## config.mk

```make
export PLATFORM = sky130hd
export DESIGN_NAME = mtd_trap_decide
export DESIGN_NICKNAME = d
export VERILOG_FILES = /design/src/verilog/mtd_pkg.sv /design/src/verilog/mtd_asi_decode.sv /design/src/verilog/mtd_cycle_counter.sv /design/src/verilog/mtd_trap_decide.sv
export VERILOG_INCLUDE_DIRS = /design/src /design/src/verilog
export SDC_FILE = /design/constraint.sdc
export NUM_CORES = 1
export LEC_CHECK = 0
export ABC_AREA = 1
export BUFFER_PORTS_ARGS = -buffer_cell sky130_fd_sc_hd__buf_2
export CAP_MARGIN = 15
export CORE_MARGIN = 2
export CORE_UTILIZATION = 50
export CTS_BUF_LIST = sky130_fd_sc_hd__clkbuf_16
export CTS_CLUSTER_SIZE = 30
export DETAILED_ROUTE_END_ITERATION = 6
export HOLD_SLACK_MARGIN = 0.15
export PLACE_DENSITY = 0.86
export SYNTH_ARGS = -nofsm -noshare
export SYNTH_HDL_FRONTEND = slang
export SYNTH_SLANG_ARGS = --single-unit
```

## constraint.sdc

```tcl
create_clock -name I_CLOCK -period 2.2 [get_ports I_CLOCK]
set_input_delay 0.44 -clock I_CLOCK [delete_from_list [all_inputs] [get_ports I_CLOCK]]
set_output_delay 0.44 -clock I_CLOCK [all_outputs]
set_load 0.01 [all_outputs]
```

## src/verilog/mtd_params.svh

```systemverilog
// Constants for the memory-op trap decision block
`ifndef MTD_PARAMS_SVH
`define MTD_PARAMS_SVH

// ==================================================
// Clock and cycle counter
`define MTD_CLK_HZ 25000000
`define MTD_CNT_YEARS 10
`define MTD_SEC_PER_YEAR 31536000
`define MTD_CNT_ARCH_W 63

// ==================================================
// Selector ranges, all eight bits compared
`define MTD_ASI_W 8
`define MTD_ASI_HYPER_LO 8'h30
`define MTD_ASI_UNRESTR_LO 8'h80

// ==================================================
// Prefetch geometry and variants
`define MTD_PF_FCN_W 5
`define MTD_PF_MIN_BLOCK 64
`define MTD_PF_IMPL_SPEC_MASK 32'hff0d_0000

// ==================================================
// Instruction fields
`define MTD_ADDR_W 64
`define MTD_INSTR_12_5_W 8
`define MTD_INSTR_12_5_ZERO 8'h00

// ==================================================
// Trap type codes
`define MTD_TT_W 9
`define MTD_TT_NONE 9'h000
`define MTD_TT_ILLEGAL 9'h010
`define MTD_TT_PRIV_ACTION 9'h037
`define MTD_TT_BAD_ASI 9'h030
`define MTD_TT_MEM_MISALIGN 9'h034
`define MTD_TT_DLD_MISALIGN 9'h035
`define MTD_TT_DST_MISALIGN 9'h036
`define MTD_TT_TWIN_LD 9'h076
`define MTD_TT_TWIN_ST 9'h077
`define MTD_TT_WIN_SCRUB 9'h024
`define MTD_TT_STD_LO 9'h060
`define MTD_TT_STD_HI 9'h07f
`define MTD_TT_PRIVATE_DFLT 9'h0c0

// ==================================================
// Trap depth limits
`define MTD_TL_W 3
`define MTD_TL_MIN 2
`define MTD_TL_MAX 6

`endif

```

## src/verilog/mtd_pkg.sv

```systemverilog
// Types shared by the memory-op trap decision block
package mtd_pkg;
`include "mtd_params.svh"

    // ==================================================
    // Operation classes issued by the pipeline
    typedef enum logic [3:0] {
        MTD_OP_NONE = 4'h0,
        MTD_OP_PREFETCH = 4'h1,
        MTD_OP_TWIN_LD = 4'h2,
        MTD_OP_TWIN_ST = 4'h3,
        MTD_OP_DFP_LD = 4'h4,
        MTD_OP_DFP_ST = 4'h5,
        MTD_OP_ISYNC = 4'h6,
        MTD_OP_WIN_CLEAN = 4'h7,
        MTD_OP_IMPL_TRAP = 4'h8
    } mtd_op_e;

    // Selector privilege classes
    typedef enum logic [1:0] {
        MTD_ASI_RESTR_PRIV = 2'h0,
        MTD_ASI_RESTR_HYPER = 2'h1,
        MTD_ASI_UNRESTR = 2'h2
    } mtd_asi_cls_e;

    // Prefetch handling modes
    typedef enum logic [1:0] {
        MTD_PF_NOP = 2'h0,
        MTD_PF_FULL = 2'h1,
        MTD_PF_COMMON = 2'h2
    } mtd_pf_mode_e;

    // ==================================================
    // Request from the pipeline
    typedef struct packed {
        mtd_op_e op;
        logic alt;
        logic [`MTD_ASI_W-1:0] asi;
        logic imm;
        logic [`MTD_INSTR_12_5_W-1:0] instr_12_5;
        logic [`MTD_ADDR_W-1:0] addr;
        logic priv;
        logic [`MTD_PF_FCN_W-1:0] pf_fcn;
        logic [`MTD_TT_W-1:0] impl_tt;
    } mtd_req_s;

    // Decision back to the pipeline
    typedef struct packed {
        logic trap;
        logic [`MTD_TT_W-1:0] tt;
        logic nop;
        logic issue;
        logic hw_clean;
        mtd_pf_mode_e pf_mode;
        logic [`MTD_ADDR_W-1:0] pf_addr;
    } mtd_rsp_s;
endpackage : mtd_pkg

```

## src/verilog/mtd_asi_decode.sv

```systemverilog
// Full eight-bit address space selector decoder
`timescale 1ns/1ps
`include "mtd_params.svh"
module mtd_asi_decode #(
    parameter logic [255:0] IMPL_MASK = {256{1'b1}}
) (
    input wire logic [`MTD_ASI_W-1:0] i_asi,
    output mtd_pkg::mtd_asi_cls_e o_cls,
    output logic o_impl
);
    import mtd_pkg::*;

    // ==================================================
    // Class from the selector value
    function automatic mtd_asi_cls_e asi_class(input logic [`MTD_ASI_W-1:0] a);
        if (a >= `MTD_ASI_UNRESTR_LO) begin
            return MTD_ASI_UNRESTR;
        end else if (a >= `MTD_ASI_HYPER_LO) begin
            return MTD_ASI_RESTR_HYPER;
        end else begin
            return MTD_ASI_RESTR_PRIV;
        end
    endfunction : asi_class

    // No bit is dropped: the mask is indexed by the whole value
    always_comb begin
        o_cls = asi_class(i_asi);
        o_impl = IMPL_MASK[i_asi];
    end
endmodule : mtd_asi_decode

```

## src/verilog/mtd_cycle_counter.sv

```systemverilog
// Free-running cycle counter with zero-reading upper bits
`timescale 1ns/1ps
`include "mtd_params.svh"
module mtd_cycle_counter #(
    parameter int CNT_W = `MTD_CNT_ARCH_W
) (
    input wire logic i_clk,
    input wire logic i_rst_n,
    output logic [`MTD_CNT_ARCH_W-1:0] o_count
);
    import mtd_pkg::*;

    // ==================================================
    // Width needed for ten years at the core rate
    localparam longint unsigned TEN_YEAR_CYCLES =
        64'(`MTD_CNT_YEARS) * 64'(`MTD_SEC_PER_YEAR) * 64'(`MTD_CLK_HZ);
    localparam int MIN_W = $clog2(TEN_YEAR_CYCLES);
    // Narrow settings are widened so overflow stays beyond ten years
    localparam int EFF_W = (CNT_W < MIN_W) ? MIN_W : ((CNT_W > `MTD_CNT_ARCH_W) ? `MTD_CNT_ARCH_W : CNT_W);

    logic [EFF_W-1:0] cnt_r;
    logic [EFF_W-1:0] cnt_nxt;

    // Next count
    always_comb begin
        cnt_nxt = cnt_r + EFF_W'(1);
    end

    // Count register
    always_ff @(posedge i_clk) begin
        if (!i_rst_n) begin
            cnt_r <= '0;
        end else begin
            cnt_r <= cnt_nxt;
        end
    end

    // Unimplemented upper bits read as zero
    always_comb begin
        o_count = '0;
        o_count[EFF_W-1:0] = cnt_r;
    end
endmodule : mtd_cycle_counter

```

## src/verilog/mtd_trap_decide.sv

```systemverilog
// Trap decision for memory-access instructions
`timescale 1ns/1ps
`include "mtd_params.svh"
module mtd_trap_decide #(
    parameter bit TWIN_LD_HW = 1'b0,
    parameter bit TWIN_ST_HW = 1'b0,
    parameter bit HW_WIN_CLEAN = 1'b0,
    parameter int MAX_TL = `MTD_TL_MIN,
    parameter int PF_BLOCK = `MTD_PF_MIN_BLOCK,
    parameter logic [31:0] PF_DEFINED = 32'h00f0_001f,
    parameter logic [31:0] PF_IMPL = 32'h0000_0000,
    parameter logic [63:0] PF_MODES = {32{2'b10}},
    parameter logic [255:0] ASI_IMPL = {256{1'b1}},
    parameter int CNT_W = `MTD_CNT_ARCH_W
) (
    input wire logic I_CLOCK,
    input wire logic I_RST_N,
    input wire logic I_REQ_VALID,
    input wire mtd_pkg::mtd_req_s I_REQ,
    output logic O_REQ_READY,
    output logic O_RSP_VALID,
    output mtd_pkg::mtd_rsp_s O_RSP,
    input wire logic I_TRAP_ACK,
    input wire logic I_TRAP_RETURN,
    output logic [`MTD_TL_W-1:0] O_TRAP_LEVEL,
    output logic O_TL_AT_MAX,
    output logic [`MTD_CNT_ARCH_W-1:0] O_CYCLE_COUNT
);
    import mtd_pkg::*;

    // ==================================================
    // Elaboration-time limits
    // The depth limit is forced into the legal band so a bad setting cannot escape it
    localparam int EFF_TL = (MAX_TL < `MTD_TL_MIN) ? `MTD_TL_MIN :
        ((MAX_TL > `MTD_TL_MAX) ? `MTD_TL_MAX : MAX_TL);
    localparam logic [`MTD_TL_W-1:0] TL_LIMIT = `MTD_TL_W'(EFF_TL);
    // A block size below the minimum is raised to it; one that is not a power of two
    // rounds up, so the hint never covers less than was asked for
    localparam int BLK = (PF_BLOCK < `MTD_PF_MIN_BLOCK) ? `MTD_PF_MIN_BLOCK : PF_BLOCK;
    localparam int BLK_LG = $clog2(BLK);

    // ==================================================
    // States
    // One-hot codes, one bit per state
    typedef enum logic [1:0] {
        ST_READY = 2'b01,
        ST_TRAP_WAIT = 2'b10
    } mtd_state_e;

    // Registered state, answer and depth
    mtd_state_e state_r;
    mtd_state_e state_nxt;
    logic rsp_valid_r;
    logic rsp_valid_nxt;
    mtd_rsp_s rsp_r;
    mtd_rsp_s rsp_nxt;
    logic [`MTD_TL_W-1:0] tl_r;
    logic [`MTD_TL_W-1:0] tl_nxt;

    // Decoder results and the combinational decision
    mtd_asi_cls_e asi_cls;
    logic asi_impl;
    logic accept;
    mtd_rsp_s decide;

    // ==================================================
    // Selector decoder and cycle counter
    // The counter runs on its own; nothing in the decision reads it
    mtd_asi_decode #(
        .IMPL_MASK(ASI_IMPL)
    ) u_asi_decode (
        .i_asi(I_REQ.asi),
        .o_cls(asi_cls),
        .o_impl(asi_impl)
    );

    mtd_cycle_counter #(
        .CNT_W(CNT_W)
    ) u_cycle_counter (
        .i_clk(I_CLOCK),
        .i_rst_n(I_RST_N),
        .o_count(O_CYCLE_COUNT)
    );

    // ==================================================
    // Helpers
    // Private codes landing in the standard band are moved out of it
    function automatic logic [`MTD_TT_W-1:0] private_tt(input logic [`MTD_TT_W-1:0] tt);
        if (tt >= `MTD_TT_STD_LO && tt <= `MTD_TT_STD_HI) begin
            return `MTD_TT_PRIVATE_DFLT;
        end else begin
            return tt;
        end
    endfunction : private_tt

    // Twin-word forms, plain or alternate
    function automatic logic is_twin(input mtd_op_e op);
        return (op == MTD_OP_TWIN_LD) || (op == MTD_OP_TWIN_ST);
    endfunction : is_twin

    // Double floating-point forms, plain or alternate
    function automatic logic is_double(input mtd_op_e op);
        return (op == MTD_OP_DFP_LD) || (op == MTD_OP_DFP_ST);
    endfunction : is_double

    // Handling of one prefetch variant
    // The table is fixed per build, so a variant is handled the same way every time
    function automatic mtd_pf_mode_e pf_variant(input logic [`MTD_PF_FCN_W-1:0] fcn);
        logic [1:0] m;
        logic [31:0] spec;
        m = PF_MODES[2*fcn +: 2];
        spec = `MTD_PF_IMPL_SPEC_MASK;
        if (spec[fcn]) begin
            // Implementation-specific slot: nop unless built
            return PF_IMPL[fcn] ? mtd_pf_mode_e'(m) : MTD_PF_NOP;
        end else if (m == MTD_PF_FULL || m == MTD_PF_COMMON) begin
            return mtd_pf_mode_e'(m);
        end else begin
            return MTD_PF_NOP;
        end
    endfunction : pf_variant

    // ==================================================
    // Decision for the request on the inputs
    // Candidate traps are tested in one fixed order, highest first
    always_comb begin
        logic dfp_valid;
        logic word_bad;
        logic odd_word;
        logic asi_blocked;
        logic is_mem;
        // A double form is valid with an immediate offset or with bits 12:5 clear
        dfp_valid = I_REQ.imm || (I_REQ.instr_12_5 == `MTD_INSTR_12_5_ZERO);
        // Alignment is judged from the address alone, before anything goes to memory
        word_bad = (I_REQ.addr[1:0] != 2'b00);
        odd_word = !word_bad && I_REQ.addr[2];
        // Unprivileged code reaches only the unrestricted range; privileged code not the hyper band
        asi_blocked = I_REQ.alt && ((!I_REQ.priv && asi_cls != MTD_ASI_UNRESTR) ||
            (I_REQ.priv && asi_cls == MTD_ASI_RESTR_HYPER));
        is_mem = is_twin(I_REQ.op) || is_double(I_REQ.op);
        decide = '0;
        decide.tt = `MTD_TT_NONE;
        decide.pf_mode = MTD_PF_NOP;
        decide.issue = 1'b1;
        case (I_REQ.op)
            MTD_OP_PREFETCH: begin
                decide.issue = 1'b0;
                // Never traps; blocked selectors and unimplemented ones fall to nop
                if (I_REQ.alt && (asi_blocked || !asi_impl)) begin
                    decide.nop = 1'b1;
                end else if (!PF_DEFINED[I_REQ.pf_fcn] && !PF_IMPL[I_REQ.pf_fcn]) begin
                    decide.nop = 1'b1;
                end else begin
                    decide.pf_mode = pf_variant(I_REQ.pf_fcn);
                    decide.nop = (decide.pf_mode == MTD_PF_NOP);
                    decide.issue = !decide.nop;
                end
                // Hint only: no trap, no register write, block aligned
                decide.pf_addr = {I_REQ.addr[`MTD_ADDR_W-1:BLK_LG], {BLK_LG{1'b0}}};
            end
            MTD_OP_ISYNC: begin
                // Always done in hardware; there is no emulation path for it
                decide.issue = 1'b1;
            end
            MTD_OP_WIN_CLEAN: begin
                if (HW_WIN_CLEAN) begin
                    decide.hw_clean = 1'b1;
                end else begin
                    // Trapping: nothing goes on to execute
                    decide.trap = 1'b1;
                    decide.issue = 1'b0;
                    decide.tt = `MTD_TT_WIN_SCRUB;
                end
            end
            MTD_OP_IMPL_TRAP: begin
                decide.trap = 1'b1;
                decide.tt = private_tt(I_REQ.impl_tt);
                decide.issue = 1'b0;
            end
            default: begin
                // Loads and stores go on unless the chain below traps
                decide.issue = is_mem;
            end
        endcase
        if (is_mem) begin
            // Fixed order: illegal, selector privilege, bad selector, missing op, alignment
            // Twin forms need doubleword alignment too, with no misalignment trap of their own
            if (is_double(I_REQ.op) && !dfp_valid) begin
                decide.tt = `MTD_TT_ILLEGAL;
            end else if (asi_blocked) begin
                decide.tt = `MTD_TT_PRIV_ACTION;
            end else if (I_REQ.alt && !asi_impl) begin
                decide.tt = `MTD_TT_BAD_ASI;
            end else if (I_REQ.op == MTD_OP_TWIN_LD && !TWIN_LD_HW) begin
                decide.tt = `MTD_TT_TWIN_LD;
            end else if (I_REQ.op == MTD_OP_TWIN_ST && !TWIN_ST_HW) begin
                decide.tt = `MTD_TT_TWIN_ST;
            end else if (word_bad || (odd_word && is_twin(I_REQ.op))) begin
                decide.tt = `MTD_TT_MEM_MISALIGN;
            end else if (odd_word && I_REQ.op == MTD_OP_DFP_LD) begin
                decide.tt = `MTD_TT_DLD_MISALIGN;
            end else if (odd_word && I_REQ.op == MTD_OP_DFP_ST) begin
                decide.tt = `MTD_TT_DST_MISALIGN;
            end
            decide.trap = (decide.tt != `MTD_TT_NONE);
            // A trapping access is never sent to memory
            decide.issue = !decide.trap;
        end
    end

    // ==================================================
    // Sequencing: one decision at a time, stall until the trap is taken
    // Holding younger requests back while a trap waits keeps every trap precise
    assign accept = I_REQ_VALID && (state_r == ST_READY);

    // Next state and answer; the answer keeps its value between pulses
    always_comb begin
        state_nxt = state_r;
        rsp_valid_nxt = accept;
        rsp_nxt = rsp_r;
        if (accept) begin
            rsp_nxt = decide;
        end
        case (state_r)
            ST_READY: begin
                // Nothing younger is accepted once a trap is decided
                if (accept && decide.trap) begin
                    state_nxt = ST_TRAP_WAIT;
                end
            end
            ST_TRAP_WAIT: begin
                if (I_TRAP_ACK) begin
                    state_nxt = ST_READY;
                end
            end
            default: begin
                state_nxt = ST_READY;
            end
        endcase
    end

    // Registers only; the synchronous reset clears the answer as well
    always_ff @(posedge I_CLOCK) begin
        if (!I_RST_N) begin
            state_r <= ST_READY;
            rsp_valid_r <= 1'b0;
            rsp_r <= '0;
        end else begin
            state_r <= state_nxt;
            rsp_valid_r <= rsp_valid_nxt;
            rsp_r <= rsp_nxt;
        end
    end

    // ==================================================
    // Trap depth: entry on acknowledge, exit on return
    // Saturates at the limit; the flag tells software nesting is exhausted
    // An acknowledge at the limit is dropped, but a return in that cycle still counts
    always_comb begin
        logic up;
        logic down;
        up = (state_r == ST_TRAP_WAIT) && I_TRAP_ACK && (tl_r < TL_LIMIT);
        down = I_TRAP_RETURN && (tl_r != '0);
        tl_nxt = tl_r;
        if (up && !down) begin
            tl_nxt = tl_r + `MTD_TL_W'(1);
        end else if (down && !up) begin
            tl_nxt = tl_r - `MTD_TL_W'(1);
        end
    end

    // Depth register
    always_ff @(posedge I_CLOCK) begin
        if (!I_RST_N) begin
            tl_r <= '0;
        end else begin
            tl_r <= tl_nxt;
        end
    end

    // ==================================================
    // Outputs
    // Ready follows the state directly; answer and depth come from flip-flops
    assign O_REQ_READY = (state_r == ST_READY);
    assign O_RSP_VALID = rsp_valid_r;
    assign O_RSP = rsp_r;
    assign O_TRAP_LEVEL = tl_r;
    assign O_TL_AT_MAX = (tl_r == TL_LIMIT);
endmodule : mtd_trap_decide

```

==> flow_summary_export.csv <==
group,metric,value,unit
clock_network,post_cts_buffers,0,
die,placement_rows,42,
clock_network,path_clk_slew,60,ps
clock_network,cts_max_path_buffers,2,
sta,whs,242,ps
critical_path,critical_path.cell_chain,"ha_1 -> nand2_2 -> inv_2 -> nand2_2 -> nor2_4 -> inv_2 -> nor2_2 -> nand2_1 -> o21ai_0 -> a21oi_1",
cells_and_area,drive_above_1_share,25.2,%
synthesis,async_flop_share,0,%
critical_path,critPathArrivalTime,2230,ps
placement,gp_congestion,0.980,
die,pin_count,254,
synthesis,mappedNetlistArea,6750,sq um
critical_path,end_kind,"flip-flop",
critical_path,crit_fanout,5,
drt,detail-route-antenna-nets,0,
die,die_area,14500,sq um
critical_path,slowest_delay,400,ps
clock_network,cts_tree,"done",
hold_path,hold_class,"in2reg",
global_route,grt_antenna_before_repair,1,
cells_and_area,area_growth,29.1,%
drt,routed_wl,21900,um
global_route,grt_max_degree,89,
die,start_util,51.2,%
synthesis,ys_ff_latch,140,
drt,wire_per_inst,15.3,um
power_and_ir_drop,power-per-cell-area,704,nW/um^2
flow_run,cap_violations,0,
synthesis,synth.yosys.seq_area_share,41.5,%
drt,num_vias,7512,
global_route,first_global_vias,6954,
global_route,grt_overflow_total,0,
sta,worst_slack,276,ps
die,die_h,120,um
critical_path,slowest_stage,"dfxtp_1",
sta,fin_crit_sh,87.5,%
critical_path,critPathKind,"reg2reg",
clock_network,clock_latency,440,ps
cells_and_area,final_util,66.1,%
global_route,grt_use_total,30.1,%
synthesis,synth_edf_count,0,
sta,finalHoldViolations,0,
global_route,grt_pass1_wl,34100,um
critical_path,rrSetupSlack,280,ps
critical_path,setup.worst_path.start,"u_cycle_counter.o_count[0]",
synthesis,yosysTopAreaCell,"dfxtp_1",
sta,final-setup-viol-count,0,
status,outcome,"completed",
clock_network,cts.sinks,140,
sta,rsz0062_at_grt,"false",
synthesis,synth_cells,1001,
die,die_x,120,um
sta,slew_headroom,59.8,%
critical_path,crit_family,"simple AND/OR/NAND/NOR gates",
critical_path,cp-start-kind,"flip-flop",
placement,dp_slack,276,ps
hold_path,holdPathEnd,"O_RSP[72]",
sta,tns,0,ps
placement,port_buffers,238,
sta,period_minus_slack,1920,ps
hold_path,min_from,"I_REQ[3]",
critical_path,r2r_cells,10,
synthesis,synth_top_cells_by_area,"dfxtp_1, nand2_1, a21oi_1",
clock_network,clk_root_buffer_cell,"clkbuf_16",
clock_network,cts_inserted_buffers,17,
clock_network,htree_levels,4,
synthesis,avgSynthCellArea,6.75,sq um
drt,drt_iter0_markers,538,
critical_path,path_buf_inv,2,
placement,hpwl,16400,um
critical_path,critPathRequiredTime,2510,ps
sta,worst_pin_slew,599,ps
sta,fin_skew,10.7,ps
synthesis,synth_cell_type_count,37,
critical_path,r2r_start,"u_cycle_counter.o_count[0]",
drt,drt_pre_antenna_iters,5,
sta,slew_violations,0,
hold_path,min_path_cells,3,
power_and_ir_drop,leakagePower,3.64,nW
power_and_ir_drop,max-vdd-ir-drop,0.574,mV
synthesis,synthFlopType,"dfxtp_1",
synthesis,ys_warn_count,0,
cells_and_area,finalNetCount,1347,
die,core,13200,sq um
critical_path,r2r_end,"u_cycle_counter.o_count[62]",
synthesis,synth_top_area_share,41.5,%
drt,vias_per_cell,5.26,
drt,drc,0,
sta,max_freq,520,MHz
==> metal layers <==
| layer | global-route usage (%) | routed length [um] |
|---|---|---|
| met1 | 33.4 | 8300 |
| met2 | 51.9 | 10700 |
| met3 | 7.22 | 1750 |
| met4 | 18.9 | 1110 |
| met5 | 0 | 0 |
==> registers in the layout, indices dropped and copies added, names as in the netlist <==
name and cells:
O_TRAP_LEVEL 3, O_RSP 71, u_cycle_counter.o_count 63, state_r 2, O_RSP_VALID 1
==> repair_timing <==
item / 4_1_cts / 5_1_grt
endpoints found under the hold margin: 0 / 0
gates resized for setup: 0 / 1
setup endpoints to repair: 0 / 1
hold buffers: 0 / 0
==> how the worst max path moves through the flow <==
stage	end	slack, ps	cells past startpoint
after floorplan	O_TRAP_LEVEL[2]	460	10
after global placement	O_TRAP_LEVEL[2]	340	10
after detailed placement	O_TRAP_LEVEL[2]	280	10
after CTS	u_cycle_counter.o_count[56]	240	10
after global routing	O_TRAP_LEVEL[2]	60	10
final	u_cycle_counter.o_count[62]	280	10
==> cell usage after synthesis, types with 8 or more instances <==
master      n
nor2_2      8
nor3_1     44
nand2_2    10
buf_4      10
nand4_1    22
o21ai_0    24
a21oi_1   120
nand2_1   296
inv_1      92
nand3_1    50
or2_0      12
dfxtp_1   140
nor2_1     99
clkbuf_1   19
==> kinds of logic after synthesis <==
| logic type | after synthesis | share of synthesized area (%) |
|---|---|---|
| AO/OA/AOI/OAI | 152 | 11.5 |
| adder cells (fa/ha/maj) | 3 | 0.667 |
| buffers and inverters | 133 | 8.04 |
| other | 1 | 0.0555 |
| XOR/XNOR | 11 | 1.43 |
| AND/OR/NAND/NOR | 561 | 36.8 |
| flip-flops | 140 | 41.5 |
==> tightest hold or removal path: cells and delay by family <==
| family | cells | cell delay (ps) |
|---|---|---|
| buf+inv | 1 | 80 |
| simple gates | 2 | 130 |
==> final cells by class <==
class / count / area (sq um)
Antenna cell: 1 / 2.50
Tap cell: 176 / 220
Timing Repair Buffer: 246 / 1280
Clock inverter: 15 / 185
Fill cell: 1203 / 4480
Multi-Input combinational cell: 735 / 3430
Inverter: 98 / 369
Clock buffer: 17 / 425
Sequential cell: 140 / 2800
==> report_power, final <==
part | leakage [nW] | switching [mW] | internal [mW]
registers | 1.13 | 0.0459 | 2.59
logic | 2.22 | 0.299 | 0.192
clock network | 0.295 | 1.21 | 1.80
==> placed cells by master (no fill, tap or decap), types with 3 or more instances in the layout <==
cell type	instances
clkinv_2	3
dfxtp_1	140
buf_4	6
inv_1	92
nor2_1	99
o21ai_0	23
nor2_2	8
nand3b_1	3
nand2_1	296
o21a_1	3
xor2_1	7
buf_2	238
nor3_2	3
nand3_1	50
nor2_4	5
a21oi_1	120
bufinv_16	3
inv_6	6
or2_0	12
inv_2	4
nand4_1	22
clkbuf_16	17
conb_1	8
nand2_2	10
nor3_1	44
xnor2_1	4
==> metrics by stage <==
stage	total power [mW]	cells	area [sq um]
final	6.13	1428	8710
after global routing	6.31	1427	8710
after CTS	6.15	1427	8710
after detailed placement	3.16	1395	8100
after global placement	3.16	1395	8100
after floorplan	2.96	1008	6780
Power figures use the tool's default switching activity.
